$ cat src/verilog/fpg_defs.vh
`ifndef FPG_DEFS_VH
`define FPG_DEFS_VH

// Timing
`define FPG_CLK_MHZ 200
`define FPG_DB_NS 5000
`define FPG_DB_RST_NS 7000
`define FPG_DB_CYC ((`FPG_DB_NS * `FPG_CLK_MHZ + 999) / 1000)
`define FPG_DB_RST_CYC ((`FPG_DB_RST_NS * `FPG_CLK_MHZ + 999) / 1000)

// Register indexes, byte address is four times these
`define FPG_IDX_P0_DATA 14'h0080
`define FPG_IDX_P1_DATA 14'h0088
`define FPG_IDX_P2_DATA 14'h0090
`define FPG_IDX_P3_DATA 14'h0098
`define FPG_IDX_P0_DIR 14'h0089
`define FPG_IDX_P1_DIR 14'h0091
`define FPG_IDX_P2_DIR 14'h0099
`define FPG_IDX_P3_DIR 14'h00A1
`define FPG_IDX_PCI 14'h00AE
`define FPG_IDX_P0_PU 14'h2F00
`define FPG_IDX_P1_PU 14'h2F01
`define FPG_IDX_P2_PU 14'h2F02
`define FPG_IDX_P3_PU 14'h2F03
`define FPG_IDX_P0_OD 14'h2F0C
`define FPG_IDX_P1_OD 14'h2F0D
`define FPG_IDX_P2_OD 14'h2F0E
`define FPG_IDX_P3_OD 14'h2F0F
`define FPG_IDX_P0_DB 14'h2F18
`define FPG_IDX_P1_DB 14'h2F19
`define FPG_IDX_P2_DB 14'h2F1A
`define FPG_IDX_P3_DB 14'h2F1B
`define FPG_IDX_ANALOG_SELECT_LOW 14'h2F50
`define FPG_IDX_ANALOG_SELECT_HIGH_I2C_ROUTE 14'h2F51
`define FPG_IDX_IRQ_STAT 14'h2F60
`define FPG_IDX_IRQ_EN 14'h2F61
`define FPG_IDX_IRQ_CLR 14'h2F62

// Reset values
`define FPG_RST_PORT 32'h0000_0000
`define FPG_RST_DB 32'h0004_0000
`define FPG_RST_BYTE 8'h00

// Field positions
`define FPG_RST_PIN 18
`define FPG_ANALOG_SELECT_HIGH_I2C_ROUTE_I2C 7
`define FPG_AN8_PIN 13
`define FPG_AN9_PIN 14
`define FPG_AN10_PIN 30
`define FPG_AN11_PIN 31
`define FPG_AN12_PIN 19
`define FPG_AN13_PIN 20
`define FPG_AN14_PIN 21

`endif

$ cat src/verilog/fpg_top.v
// Behaviour
// - Four ports of eight pins, each with data, direction, pull-up, drain, debounce.
// - Output pins drive the data bit; input pins read back the pin level.
// - Direction bit 0 is input, 1 output; reset clears all to input.
// - Pull-up bit 1 enables the pin pull-up; reset clears all.
// - Open-drain bit 1 selects open-drain, else push-pull; reset is push-pull.
// - Debounce bit 1 filters the input for about 5 us; 0 passes it.
// - Port 2 pin 2 used as external reset filters for about 7 us.
// - Debounce starts off for all pins except port 2 pin 2.
// - Any enabled port 0 pin toggling either way raises a pin-change request.
// - Pin-change enable bit 1 includes the port 0 pin, 0 excludes it.
// - Port selection bit 1 cuts the input buffer; input reads as 1.
// - First selection register bits enable analog channels 0..7 on port 0.
// - Second register bits 6..0 map channels 14..8 to P25,P24,P23,P37,P36,P16,P15.
// - Writing 1 to bits 6..0 of second register enables channels 8..14.
// - Second register bit 7 routes I2C to P0[7:6] at 0, P2[6:5] at 1.
//
// Register access over APB is this design's own decision.
`timescale 1ns/1ps
`include "fpg_defs.vh"

module fpg_top #(
    parameter DB_CYC = `FPG_DB_CYC,
    parameter DB_RST_CYC = `FPG_DB_RST_CYC
) (
    input wire clk_sys,
    input wire rstn,
    input wire [15:0] paddr,
    input wire psel,
    input wire penable,
    input wire pwrite,
    input wire [31:0] pwdata,
    output reg [31:0] prdata,
    output reg pready,
    output reg pslverr,
    input wire [31:0] pin_in,
    output reg [31:0] pin_out_r,
    output reg [31:0] pin_oe_r,
    output reg [31:0] pin_pullup_r,
    output reg [31:0] pin_ibuf_off_r,
    output reg [14:0] analog_channel_r,
    output reg i2c_alt_route_r,
    input wire ext_reset_mode,
    input wire irq_ack,
    output reg irq_r
);

    // Per-port index tables, port 0 in the low slice
    localparam [55:0] IDX_DATA = {
        `FPG_IDX_P3_DATA,
        `FPG_IDX_P2_DATA,
        `FPG_IDX_P1_DATA,
        `FPG_IDX_P0_DATA
    };
    localparam [55:0] IDX_DIR = {
        `FPG_IDX_P3_DIR,
        `FPG_IDX_P2_DIR,
        `FPG_IDX_P1_DIR,
        `FPG_IDX_P0_DIR
    };
    localparam [55:0] IDX_PU = {
        `FPG_IDX_P3_PU,
        `FPG_IDX_P2_PU,
        `FPG_IDX_P1_PU,
        `FPG_IDX_P0_PU
    };
    localparam [55:0] IDX_OD = {
        `FPG_IDX_P3_OD,
        `FPG_IDX_P2_OD,
        `FPG_IDX_P1_OD,
        `FPG_IDX_P0_OD
    };
    localparam [55:0] IDX_DB = {
        `FPG_IDX_P3_DB,
        `FPG_IDX_P2_DB,
        `FPG_IDX_P1_DB,
        `FPG_IDX_P0_DB
    };

    // Eleven counter bits cover the long interval at this clock rate
    localparam integer LIM_N_I = DB_CYC - 1;
    localparam integer LIM_R_I = DB_RST_CYC - 1;
    localparam [10:0] LIM_N = LIM_N_I[10:0];
    localparam [10:0] LIM_R = LIM_R_I[10:0];

    reg [31:0] data_r;
    reg [31:0] dir_r;
    reg [31:0] pu_r;
    reg [31:0] od_r;
    reg [31:0] db_r;
    reg [7:0] pci_r;
    reg [7:0] analog_select_low_r;
    reg [7:0] analog_select_high_i2c_route_r;
    reg [7:0] stat_r;
    reg [7:0] stat_nxt;
    reg [7:0] irq_en_r;
    reg [31:0] samp_r;
    reg [7:0] prev_r;
    reg seen_r;
    reg [31:0] cut_w;
    reg [31:0] prdata_nxt;
    reg hit_nxt;
    wire [31:0] filt_w;
    wire [31:0] in_w;
    wire [31:0] port_rd_w;
    wire [7:0] ev_w;
    wire [7:0] clr_w;
    wire [13:0] idx;
    wire wr_en;
    // Separate loop indexes, one per process
    integer p;
    integer q;

    assign idx = paddr[15:2];
    // Write lands only on the completing access edge
    assign wr_en = psel && penable && pready && pwrite;

    // Input sampling, the pins are already in this clock domain
    always @(posedge clk_sys) begin
        if (!rstn) begin
            samp_r <= `FPG_RST_PORT;
        end else begin
            samp_r <= pin_in;
        end
    end

    // Per-pin debounce: new level taken only after it held the whole interval
    // Filter starts low, so a high pin with debounce on settles after one interval
    genvar g;
    generate
        for (g = 0; g < 32; g = g + 1) begin : g_pin
            reg [10:0] cnt_r;
            reg filt_r;
            wire [10:0] lim;
            assign lim = (g == `FPG_RST_PIN && ext_reset_mode) ? LIM_R : LIM_N;
            always @(posedge clk_sys) begin
                if (!rstn) begin
                    cnt_r <= 11'h000;
                    filt_r <= 1'b0;
                end else if (!db_r[g]) begin
                    cnt_r <= 11'h000;
                    filt_r <= samp_r[g];
                end else if (samp_r[g] == filt_r) begin
                    cnt_r <= 11'h000;
                end else if (cnt_r >= lim) begin
                    cnt_r <= 11'h000;
                    filt_r <= samp_r[g];
                end else begin
                    cnt_r <= cnt_r + 11'h001;
                end
            end
            assign filt_w[g] = filt_r;
        end
    endgenerate

    // Analog selection cuts the buffer of each listed pin
    always @* begin
        cut_w = 32'h0000_0000;
        cut_w[7:0] = analog_select_low_r;
        cut_w[`FPG_AN8_PIN] = analog_select_high_i2c_route_r[0];
        cut_w[`FPG_AN9_PIN] = analog_select_high_i2c_route_r[1];
        cut_w[`FPG_AN10_PIN] = analog_select_high_i2c_route_r[2];
        cut_w[`FPG_AN11_PIN] = analog_select_high_i2c_route_r[3];
        cut_w[`FPG_AN12_PIN] = analog_select_high_i2c_route_r[4];
        cut_w[`FPG_AN13_PIN] = analog_select_high_i2c_route_r[5];
        cut_w[`FPG_AN14_PIN] = analog_select_high_i2c_route_r[6];
    end

    assign in_w = filt_w | cut_w;
    // Outputs read back their latch, inputs the pin
    assign port_rd_w = (data_r & dir_r) | (in_w & ~dir_r);

    // Pin-change events on port 0
    always @(posedge clk_sys) begin
        if (!rstn) begin
            prev_r <= `FPG_RST_BYTE;
            seen_r <= 1'b0;
        end else begin
            prev_r <= in_w[7:0];
            seen_r <= 1'b1;
        end
    end

    // First cycle after reset has no valid previous sample
    assign ev_w = (in_w[7:0] ^ prev_r) & pci_r & {8{seen_r}};
    assign clr_w = (wr_en && idx == `FPG_IDX_IRQ_CLR) ? pwdata[7:0] : 8'h00;

    // A new event wins over a clear in the same cycle
    // Acknowledge drops every pending bit, not only the enabled ones
    always @* begin
        stat_nxt = stat_r & ~clr_w;
        if (irq_ack) begin
            stat_nxt = 8'h00;
        end
        stat_nxt = stat_nxt | ev_w;
    end

    always @(posedge clk_sys) begin
        if (!rstn) begin
            stat_r <= `FPG_RST_BYTE;
            irq_r <= 1'b0;
        end else begin
            stat_r <= stat_nxt;
            irq_r <= |(stat_r & irq_en_r);
        end
    end

    // Register writes
    always @(posedge clk_sys) begin
        if (!rstn) begin
            data_r <= `FPG_RST_PORT;
            dir_r <= `FPG_RST_PORT;
            pu_r <= `FPG_RST_PORT;
            od_r <= `FPG_RST_PORT;
            db_r <= `FPG_RST_DB;
            pci_r <= `FPG_RST_BYTE;
            analog_select_low_r <= `FPG_RST_BYTE;
            analog_select_high_i2c_route_r <= `FPG_RST_BYTE;
            irq_en_r <= `FPG_RST_BYTE;
        end else if (wr_en) begin
            for (q = 0; q < 4; q = q + 1) begin
                if (idx == IDX_DATA[q*14 +: 14]) begin
                    data_r[q*8 +: 8] <= pwdata[7:0];
                end
                if (idx == IDX_DIR[q*14 +: 14]) begin
                    dir_r[q*8 +: 8] <= pwdata[7:0];
                end
                if (idx == IDX_PU[q*14 +: 14]) begin
                    pu_r[q*8 +: 8] <= pwdata[7:0];
                end
                if (idx == IDX_OD[q*14 +: 14]) begin
                    od_r[q*8 +: 8] <= pwdata[7:0];
                end
                if (idx == IDX_DB[q*14 +: 14]) begin
                    db_r[q*8 +: 8] <= pwdata[7:0];
                end
            end

            // Upper write data bits are ignored, registers are one byte
            if (idx == `FPG_IDX_PCI) begin
                pci_r <= pwdata[7:0];
            end
            if (idx == `FPG_IDX_ANALOG_SELECT_LOW) begin
                analog_select_low_r <= pwdata[7:0];
            end
            if (idx == `FPG_IDX_ANALOG_SELECT_HIGH_I2C_ROUTE) begin
                analog_select_high_i2c_route_r <= pwdata[7:0];
            end
            if (idx == `FPG_IDX_IRQ_EN) begin
                irq_en_r <= pwdata[7:0];
            end
        end
    end

    // Read mux, evaluated in the setup phase
    // Unmapped index reads zero and flags an error
    // Clear register is write-only and reads zero
    always @* begin
        prdata_nxt = 32'h0000_0000;
        hit_nxt = 1'b0;
        for (p = 0; p < 4; p = p + 1) begin
            if (idx == IDX_DATA[p*14 +: 14]) begin
                prdata_nxt = {24'h00_0000, port_rd_w[p*8 +: 8]};
                hit_nxt = 1'b1;
            end
            if (idx == IDX_DIR[p*14 +: 14]) begin
                prdata_nxt = {24'h00_0000, dir_r[p*8 +: 8]};
                hit_nxt = 1'b1;
            end
            if (idx == IDX_PU[p*14 +: 14]) begin
                prdata_nxt = {24'h00_0000, pu_r[p*8 +: 8]};
                hit_nxt = 1'b1;
            end
            if (idx == IDX_OD[p*14 +: 14]) begin
                prdata_nxt = {24'h00_0000, od_r[p*8 +: 8]};
                hit_nxt = 1'b1;
            end
            if (idx == IDX_DB[p*14 +: 14]) begin
                prdata_nxt = {24'h00_0000, db_r[p*8 +: 8]};
                hit_nxt = 1'b1;
            end
        end
        case (idx)
            `FPG_IDX_PCI: begin
                prdata_nxt = {24'h00_0000, pci_r};
                hit_nxt = 1'b1;
            end
            `FPG_IDX_ANALOG_SELECT_LOW: begin
                prdata_nxt = {24'h00_0000, analog_select_low_r};
                hit_nxt = 1'b1;
            end
            `FPG_IDX_ANALOG_SELECT_HIGH_I2C_ROUTE: begin
                prdata_nxt = {24'h00_0000, analog_select_high_i2c_route_r};
                hit_nxt = 1'b1;
            end
            `FPG_IDX_IRQ_STAT: begin
                prdata_nxt = {24'h00_0000, stat_r};
                hit_nxt = 1'b1;
            end
            `FPG_IDX_IRQ_EN: begin
                prdata_nxt = {24'h00_0000, irq_en_r};
                hit_nxt = 1'b1;
            end
            `FPG_IDX_IRQ_CLR: begin
                hit_nxt = 1'b1;
            end
            default: begin
                hit_nxt = hit_nxt;
            end
        endcase
    end

    // One fixed access cycle; answer registered so outputs stay glitch free
    // Costs nothing in wait states since the access phase is always needed
    always @(posedge clk_sys) begin
        if (!rstn) begin
            prdata <= 32'h0000_0000;
            pready <= 1'b0;
            pslverr <= 1'b0;
        end else if (psel && !penable) begin
            prdata <= pwrite ? 32'h0000_0000 : prdata_nxt;
            pready <= 1'b1;
            pslverr <= !hit_nxt;
        end else begin
            prdata <= 32'h0000_0000;
            pready <= 1'b0;
            pslverr <= 1'b0;
        end
    end

    // Pad drive: open-drain only pulls low, never drives high
    // Outputs lag the registers by one edge
    always @(posedge clk_sys) begin
        if (!rstn) begin
            pin_out_r <= `FPG_RST_PORT;
            pin_oe_r <= `FPG_RST_PORT;
            pin_pullup_r <= `FPG_RST_PORT;
            pin_ibuf_off_r <= `FPG_RST_PORT;
            analog_channel_r <= 15'h0000;
            i2c_alt_route_r <= 1'b0;
        end else begin
            pin_out_r <= data_r & ~od_r;
            pin_oe_r <= dir_r & ~(od_r & data_r);
            pin_pullup_r <= pu_r;
            pin_ibuf_off_r <= cut_w;
            analog_channel_r <= {analog_select_high_i2c_route_r[6:0], analog_select_low_r};
            i2c_alt_route_r <= analog_select_high_i2c_route_r[`FPG_ANALOG_SELECT_HIGH_I2C_ROUTE_I2C];
        end
    end

endmodule

$ cat config.mk
export PLATFORM = sky130hd
export DESIGN_NAME = fpg_top
export DESIGN_NICKNAME = d
export VERILOG_FILES = /design/src/verilog/fpg_top.v
export VERILOG_INCLUDE_DIRS = /design/src /design/src/verilog
export SDC_FILE = /design/constraint.sdc
export NUM_CORES = 1
export LEC_CHECK = 0
export BUFFER_PORTS_ARGS = -buffer_cell sky130_fd_sc_hd__buf_2
export CAP_MARGIN = 20
export CORE_UTILIZATION = 64
export CTS_BUF_LIST = sky130_fd_sc_hd__clkbuf_4 sky130_fd_sc_hd__clkbuf_8 sky130_fd_sc_hd__clkbuf_16
export DETAILED_ROUTE_END_ITERATION = 7
export PLACE_DENSITY_LB_ADDON = 0.3
export SKIP_CTS_REPAIR_TIMING = 1
export SYNTH_ARGS = -nofsm -noshare
export SYNTH_HDL_FRONTEND = slang
export SYNTH_SLANG_ARGS = --single-unit
$ cat constraint.sdc
create_clock -name clk_sys -period 7.2 [get_ports clk_sys]
set_clock_uncertainty 0.2 [all_clocks]
set_input_delay 1.44 -clock clk_sys [delete_from_list [all_inputs] [get_ports clk_sys]]
set_output_delay 1.44 -clock clk_sys [all_outputs]
set_load 0.01 [all_outputs]
-- After elaboration in Yosys (flattened, before gate mapping)
Index checks and enable logic that the tools add are counted.
Widths: inputs -> output; s select.
- register bits after elaboration: 804
- bits in latches: 0
- memory bits (writable): 0
- memory bits (read-only): 0
- input port bits: 87
- output and inout port bits: 179
- logic and storage cells: 582
- memories: 0
- add/sub/neg operators: 32
- multipliers: 0
- div/mod/pow operators: 0
- $lt $le $gt $ge: 32
- equality and inequality tests: 122
- shifts and indexed selects: 0
- mux-type cells: 143
- bitwise operators: 51
- reductions and logical operators: 99
- operators with widths (kind ; count):
    $mux 32 ; 19
    $add 11x1->11 const B ; 32
    $ge 11x10->1 const B ; 31
    $eq 14x14->1 const B ; 17
    $and 32x32->32 ; 5
    $pmux 32 s5 ; 1
    $reduce_or 4->1 ; 32
    $eq 14x8->1 const B ; 9
    $mux 1 ; 119
    $reduce_and 2->1 ; 57
    $not 32->32 ; 3
    $ne 2x1->1 const B ; 32
    $ne 2x2->1 const B ; 32
    $or 32x32->32 ; 2
    $not 1->1 ; 34
    $and 8x8->8 ; 4
    $eq 1x1->1 ; 32
    $mux 8 ; 3
    $ge 11x11->1 ; 1
    $mux 11 ; 1
    $not 8->8 ; 1
    $or 8x8->8 ; 1
    $reduce_or 8->1 ; 1
    $xor 8x8->8 ; 1
    4 further kinds ; 9

-- Depth between registers and ports, before layout
Gate-level depths: netlist (run 1).
- depth in word-level cells: 24
- depth in mapped cells: 11
- mapped depth without buffers: 9

-- Worst setup path after synthesis (run 1)
Ideal clock, no wire load.
- path kind: input to register
- start point: in paddr[4]
- end point: reg prdata[1]
- arrival: 3383 ps
- data required time: 6880 ps
- path slack: 3498 ps
- stages: 9
- cell sequence: clkbuf_1 -> buf_2 -> nor4b_2 -> nand4_1 -> nand2_1 -> a221oi_1 -> a221oi_1 -> o21ai_1 -> a211o_1
- longest elaborated chain between the ends: 22
- elaborated cells on any way between the ends: 46
- those cells by class: 25 x eq/ne; 21 x mux
- ends and longest elaborated chain (element ; RTL line ; text):
    start: declaration ; fpg_top.v:28 ; input wire [15:0] paddr,
    $eq 14x8->1 ; fpg_top.v:262 ; if (idx == IDX_DATA[p*14 +: 14]) begin
    $mux 8 ; fpg_top.v:262 ;
    $mux 32 ; fpg_top.v:266 ; if (idx == IDX_DIR[p*14 +: 14]) begin
    $mux 32 ; fpg_top.v:270 ; if (idx == IDX_PU[p*14 +: 14]) begin
    $mux 32 ; fpg_top.v:274 ; if (idx == IDX_OD[p*14 +: 14]) begin
    $mux 32 ; fpg_top.v:278 ; if (idx == IDX_DB[p*14 +: 14]) begin
    $mux 32 ; fpg_top.v:262 ;
    $mux 32 ; fpg_top.v:266 ;
    (+6 left out) ; - ;
    $mux 32 ; fpg_top.v:274 ;
    $mux 32 ; fpg_top.v:278 ;
    $mux 32 ; fpg_top.v:262 ;
    $mux 32 ; fpg_top.v:266 ;
    $mux 32 ; fpg_top.v:270 ;
    $mux 32 ; fpg_top.v:274 ;
    $mux 32 ; fpg_top.v:278 ;
    $pmux 32 s5 (*) ; fpg_top.v:283 ; case (idx)
    end signal: assignment ; fpg_top.v:321 ; prdata <= pwrite ? 32'h0000_0000 : prdata_nxt;
    end: declaration ; fpg_top.v:33 ; output reg [31:0] prdata,
Mark *: on every way between the ends. The rest lies on a longest branch, timed or not.
A chain may end at the register's enable or synchronous reset.

-- Worst setup path in the final report (run 1)
- start point: in paddr[2]
- end point: reg prdata[1]
Same word-level chain as after synthesis.

==> metrics.txt, run 1 <==
status finished, final reports clean; total number of vias ~25000; Port Buffer Count 198; number of global-route vias before repair roughly 24000; Warnings, synthesis 0; pre-CTS WS 2.490 ns; full die area 0.04802 mm^2; Crit path required time around 7.5 ns; leakage roughly 13 nW; Most used DFF post-synth dfxtp_1; DPL Wire Length ~56000 um; HP Class reg -> reg; EDFF count, synth 0; Row Count 79; fmax 0.2323 GHz; Area after DPL 0.03144 mm^2; share of the synthesized area in the top cell type 0.4962; design area roughly 0.034 mm^2; Pwr Total 8.263 mW; routed len/inst 19.10 um; Area growth syn-to-layout 12.46%; leading cell type in the layout, fill and taps excluded dfxtp_1; clock transition at the registers of the reported paths about 0.060 ns; Die Wd 219.1 um; CP Launch Type input port; GRT Total Usage 0.3356; first-pass GRT wire length 126300 um; die height 219.1 um; fin worst setup slack around 2.9 ns; clk_lat worst skew 0.62 ns; TritonCTS buffer count between 70 and 80; DR DRC count 0; flops & latches, synth between 700 and 800; max-slew violation count 0; maximum buffer depth of the clock tree 3; RSZ-0062 raised after global routing no; Synth async-reset ratio 0; TritonRoute pass-1 iters 8; total clock sinks 748; Power Density 243.5 mW/mm^2; Syn Inst Count 3408; leading area contributor after synthesis dfxtp_1; CTS H-tree lvls 3; Final setup viols 0; sequential area share after synthesis 0.4962; Max VDD drop 0.0002304 V; layout cells sized above 1 0.1058; DRT iter0 DRCs 2405; Ports ~270; kind of critical path in -> reg; Rel. slew slack 0.2861; initial antenna violation count 12; Area contributors post-synth dfxtp_1, nor2_1, nand2_1; nets 3723; TNS Setup 0 ns; syn_area_per_cell roughly 8.9 um^2; Initial Utilization 0.6482; Final Critical Period 4.305 ns; crit path DAT roughly 4.6 ns; max-capacitance violation count 0; CTS tree done; routed wire length 81500 um; period utilisation layout 0.5980; Slew @ Worst Pin 1.063 ns; grt ovf 0; Netlist Area Pre-Place 0.03018 mm^2; endpoints failing hold 0; Vias/cell 5.895; largest fanout on the critical path 23; kind of end point of the critical path flop; post-route ant nets 0; Clock Tree Root clkbuf_16; Yosys cell types 79; Routability Congestion 0.9863; fill count 3352; largest net degree at the start of global routing 145; Core Footprint 0.04656 mm^2; commonest non-fill, non-tap cells in the layout dfxtp_1, nor2_1, nand2_1, buf_2, nand3_1
-- cell families (layout without fill, tap and decap cells) --
family	after synthesis	after routing	share of synthesized area
fa+ha+maj	36	36	0.01493
mux	126	126	0.04208
xor+xnor	290	290	0.08417
simple gates	1560	1560	0.2408
buf+inv	236	415	0.03707
flops	748	748	0.4962
compound gates	411	411	0.08459
other cells	1	73	0.0001243
-- per-stage QoR --
step / std cells / util / hold slack, ns
2_1_floorplan: 3479 / - / 0.2028
3_3_place_gp: 4130 / 0.6752 / 0.2191
3_5_place_dp: 4131 / 0.6753 / 0.2244
4_1_cts: 4264 / 0.7288 / 0.2327
5_1_grt: 4266 / 0.7289 / 0.2539
6_report: 4266 / 0.7289 / 0.2309
-- cell usage after synthesis (8+ instances only) --
library cell	count
clkbuf_1	76
a221oi_1	13
nand4_1	52
buf_1	12
a211o_1	12
nand3_1	198
and2_1	104
buf_4	56
o22ai_1	12
ha_1	36
nor3_1	22
inv_1	73
a21oi_1	197
nor3_2	8
xnor2_1	135
buf_2	10
o21ai_0	52
a2111oi_0	8
dfxtp_1	748
a221o_1	9
a211oi_1	18
nand3b_1	10
xor2_1	155
nor2_1	631
a311oi_1	10
nand2b_1	11
clkbuf_2	8
a22oi_1	21
nor3b_1	30
and3_1	39
nand2_1	385
mux2i_1	119
-- worst max-delay path, stage by stage --
cell,delay [ns]
buf_2,0.35
nor4b_2,0.93
nand4_1,0.41
nand2_1,0.32
a221oi_1,0.09
a221oi_1,0.54
o21ai_1,0.22
a211o_1,0.30
-- sequential cells by signal (all words and copies together), names as in the netlist, 8 cells and up --
signal                          count
pu_r                               32
prdata                              8
db_r                               32
pin_out_r                          32
analog_select_low_r                 8
prev_r                              8
analog_select_high_i2c_route_r      8
data_r                             32
pin_ibuf_off_r                     14
pin_oe_r                           32
od_r                               32
dir_r                              32
g_pin.filt_r                       32
stat_r                              8
pci_r                               8
irq_en_r                            8
samp_r                             32
g_pin.cnt_r                       352
pin_pullup_r                       32
-- worst paths after layout --
check	startpoint	to	slack (ns)	cells past startpoint
setup / recovery	paddr[2]	prdata[1]$_SDFF_PP0_	2.89	8
hold / removal	od_r[1]$_SDFFE_PN0P_	pin_oe_r[1]$_SDFF_PN0_	0.23	1
setup reg to reg	analog_select_low_r[3]$_SDFFE_PN0P_	prdata[3]$_SDFF_PP0_	4.64	8
hold reg to reg	od_r[1]$_SDFFE_PN0P_	pin_oe_r[1]$_SDFF_PN0_	0.23	1
-- layer usage --
layer,wire [um],track usage,share of wire,vias to the layer above
li1,-,-,-,11769
met1,33070,0.4281,0.41,11956
met2,37250,0.5401,0.46,1168
met3,7444,0.07665,0.091,240
met4,3633,0.1537,0.045,16
met5,98,0,0.0012,-
-- area by class of cell --
cell class	instances	area, um^2	area share
inverter	74	282.8	0.008332
timing repair buffer	208	1080	0.03182
tap	607	759.5	0.02238
multi-input combinational	2495	14350	0.4229
clock buffer	111	2292	0.06754
sequential	748	14970	0.4413
antenna	1	2.502	0.00007374
clock inverter	22	195.2	0.005752
-- report_power, final --
group	leakage (nW)	total [mW]	internal, mW	switching [mW]
clock	1.27	3.89	2.31	1.58
sequential	6.05	4.19	4.17	0.0216
combinational	5.29	0.187	0.0471	0.140
total	12.6	8.26	6.53	1.74
No activity file was read; power rests on OpenSTA's default activity.
==> inputs of run 2 (changes only) <==
--- a/config.mk
+++ b/config.mk
@@ -6,9 +6,10 @@
 export SDC_FILE = /design/constraint.sdc
 export NUM_CORES = 1
 export LEC_CHECK = 0
+export ABC_AREA = 1
 export BUFFER_PORTS_ARGS = -buffer_cell sky130_fd_sc_hd__buf_2
 export CAP_MARGIN = 20
-export CORE_UTILIZATION = 64
+export CORE_UTILIZATION = 59
 export CTS_BUF_LIST = sky130_fd_sc_hd__clkbuf_4 sky130_fd_sc_hd__clkbuf_8 sky130_fd_sc_hd__clkbuf_16
 export DETAILED_ROUTE_END_ITERATION = 7
 export PLACE_DENSITY_LB_ADDON = 0.3
==> constraint.sdc (replaced) <==
create_clock -name clk_sys -period 4 [get_ports clk_sys]
set_clock_uncertainty 0.2 [all_clocks]
set_input_delay 0.8 -clock clk_sys [delete_from_list [all_inputs] [get_ports clk_sys]]
set_output_delay 0.8 -clock clk_sys [all_outputs]
set_load 0.01 [all_outputs]
==> run 2 against run 1 <==
Effect of this change:
- register-to-register slack got worse by 3.3 ns
- synthesized cell count rose by 15%
- final area rose by 1.4%
- count of clock-buffer cells in the layout fell by 4
- worst setup slack got worse by 2.0 ns
- die area rose by 8.7%
- critical path type unchanged
- critical endpoint unchanged
==> metrics.txt, run 2 <==
most numerous cell in the Yosys netlist dfxtp_1; leading area contributor after synthesis dfxtp_1; xor-xnor portion of the synthesized cell area 0.03590 (-0.04827); DRT iter0 DRCs 2294 (-4.6%); maximum buffer depth of the clock tree 3 (unchanged); Initial Utilization 0.6005 (-0.04768); Rel. slew slack 0.4403 (+0.1541); largest net degree at the start of global routing 132 (-9.0%); first-pass GRT wire length 121500 um (-3.7%); status finished, final reports clean; hold wc startpoint pin_in[18]; Synth async-reset ratio 0 (unchanged); Clock Tree Root clkbuf_16; endpoints failing hold 0 (unchanged); WHS Path Cells 3 (+2); full die area 0.05218 mm^2 (+8.7%); clock transition at the registers of the reported paths 0.06 ns (about the same); Final Critical Period 3.145 ns; non-filler instance count after layout 4851 (+14%); GRT met1 Usage 0.3832 (-0.04496); post-synthesis mux area share 0 (-0.04208); post-synthesis adder-cell area fraction 0.01489 (-0.00003643); M3 GR Usage 0.05888 (-0.01776); syn_area_per_cell 7.747 um^2 (-13%); die height 228.4 um (+4.2%); CP Launch Type input port; fill count 4057 (+21%); largest fanout on the critical path 11 (-52%); max reg flops 352 (unchanged); GRT Total Usage 0.2903 (-0.04532); sequential area share after synthesis 0.4950 (-0.001211); kind of end point of the critical path flop; Slew @ Worst Pin 0.8359 ns (-0.2267 ns); crit path DAT 3.42 ns (-1.19 ns); CTS H-tree lvls 3 (unchanged); DPL Wire Length 53840 um (-4.5%); Commonest cells post-synth dfxtp_1, inv_1, nand2_1; nets 4237 (+14%); Crit path required time 4.28 ns (-3.23 ns); Warnings, synthesis 0 (unchanged); Worst R2R End prdata[0]$_SDFF_PP0_; DR DRC count 0 (unchanged); Most Used Layer, Global Route met2; initial antenna violation count 10 (-2); Port Buffer Count 198 (unchanged); compound-cell area share of the yosys netlist 0.1340 (+0.04943); layout cells sized above 1 0.09923 (-0.006563); Reg with most FFs g_pin.cnt_r; Netlist Area Pre-Place 0.03025 mm^2 (+0.24%); Row Count 82 (+3.8%); clk_lat worst skew 0.62 ns (about the same); kind of critical path in -> reg; TritonRoute pass-1 iters 6 (-2); fin worst setup slack 0.8551 ns (-2.040 ns); worst reg-to-reg path cell count 14 (+6); fmax 0.3180 GHz; total number of vias 25603 (+1.8%); routed len/inst 15.76 um (-18%); Vias/cell 5.278 (-10%); Area growth syn-to-layout 13.73%; CTS tree done; pre-CTS WS 0.3697 ns (-2.121 ns); met2 usage 0.4640 (-0.07610); number of global-route vias before repair 23810 (-0.34%); Yosys cell types 50 (-37%); Die Wd 228.4 um (+4.2%); share of the synthesized area in the top cell type 0.4950 (-0.001211); Synth Area in Simple Gates 0.2144 (-0.02640); commonest non-fill, non-tap cells in the layout dfxtp_1, inv_1, nand2_1, nor2_1, a21oi_1; post-route ant nets 0 (unchanged); Power Density 446.0 mW/mm^2 (+83%); leading cell type in the layout, fill and taps excluded dfxtp_1; Syn Inst Count 3905 (+15%); reg2reg start g_pin[0].filt_r$_SDFFE_PN0P_; largest family of logic cells by synthesized area simple AND/OR/NAND/NOR gates; Post-Place Cells 4709 (+14%); leakage 14.43 nW (+14%); RSZ-0062 raised after global routing no; Most used DFF post-synth dfxtp_1; routed wire length 76440 um (-6.2%); grt ovf 0 (unchanged); EDFF count, synth 0 (unchanged); period utilisation layout 0.7862; total clock sinks 748 (unchanged); Final setup viols 0 (unchanged); max-capacitance violation count 0 (unchanged); Max VDD drop 0.0003798 V (+65%); Core Footprint 0.05038 mm^2 (+8.2%); r2r setup slk 1.35 ns (-3.29 ns); TritonCTS buffer count 75 (+2.7%); WHS Endpoint samp_r[18]$_SDFF_PN0_; HP Class in -> reg; TNS Setup 0 ns (unchanged); Setup crit start paddr[11]; Area contributors post-synth dfxtp_1, inv_1, nand2_1; flops & latches, synth 748 (unchanged); Routability Congestion 0.9714 (-1.5%); max-slew violation count 0 (unchanged); hold slack 0.1712 ns (-0.05973 ns); Ports 266 (unchanged)
[run 2: cell types whose count changed after synthesis, sizes merged, moves of 21 or more]
cell / change
and2: -103
xor2: -53
a21oi: +99
nor3: +88
nor2: -170
a22oi: -21
and3: -38
nand2: +178
a211oi: +39
inv: +569
o21ai: +225
nor3b: +25
xnor2: -113
mux2i: -119
[run 2: stage by stage]
step,power [mW],instance area [um^2],utilization
final,15.34,34400,0.6829
after global routing,15.80,34390,0.6826
after CTS,15.43,34390,0.6826
after detailed placement,8.036,31720,0.6296
after global placement,8.028,31720,0.6296
after floorplan,7.934,30520,-
[run 2: cells by family after synthesis]
family                   after synthesis
other                                  1
AND/OR/NAND/NOR                     1473
AO/OA/AOI/OAI                        730
buffers and inverters                793
XOR/XNOR                             124
flip-flops                           748
adder cells (fa/ha/maj)               36
[run 2: where the power goes]
| group | total [mW] | switching [mW] | internal [mW] |
|---|---|---|---|
| clock network | 7.46 | 2.92 | 4.54 |
| logic | 0.346 | 0.254 | 0.0920 |
| registers | 7.54 | 0.0394 | 7.50 |
[run 2: cell type report]
cell class / instances / area [um^2] / share of cell area
multi-input cells: 2435 / 12350 / 0.3589
diodes: 7 / 17.52 / 0.0005092
clock inverters: 28 / 365.4 / 0.01062
repair buffers: 212 / 1144 / 0.03324
inverters: 642 / 2411 / 0.07008
flip-flops and latches: 748 / 14970 / 0.4353
well taps: 672 / 840.8 / 0.02444
clock buffers: 107 / 2303 / 0.06696
[run 2: worst max path at each step]
stage,end,slack [ns],depth (start not counted)
2_1_floorplan,prdata[4]$_SDFF_PP0_,1.19,24
3_3_place_gp,prdata[1]$_SDFF_PP0_,0.42,24
3_5_place_dp,prdata[3]$_SDFF_PP0_,0.37,19
4_1_cts,prdata[1]$_SDFF_PP0_,0.96,24
5_1_grt,prdata[4]$_SDFF_PP0_,0.71,26
6_report,prdata[1]$_SDFF_PP0_,0.86,24
[run 2: per-layer routing]
metal / vias to the layer above / share of wire
met1: 11604 / 0.42
met3: 203 / 0.088
li1: 12876 / -
met4: 10 / 0.040
met5: - / 0.00080
met2: 910 / 0.45
[run 2: worst max-delay path, stage by stage]
cell	delay (ns)
buf_2	0.11
nor2_1	0.14
inv_1	0.09
nor2_4	0.28
nand2_1	0.36
inv_2	0.19
nor3_1	0.06
o21a_1	0.20
o21bai_1	0.12
nand2_1	0.09
nand2_1	0.08
nand2_1	0.05
nand2_1	0.08
nand2_1	0.07
nand2_1	0.06
nand2_1	0.05
nand2_1	0.09
nand2_1	0.08
nand2_1	0.07
nand2_1	0.05
nand2_1	0.06
nand3_1	0.10
nand2_1	0.08
a21oi_1	0.07
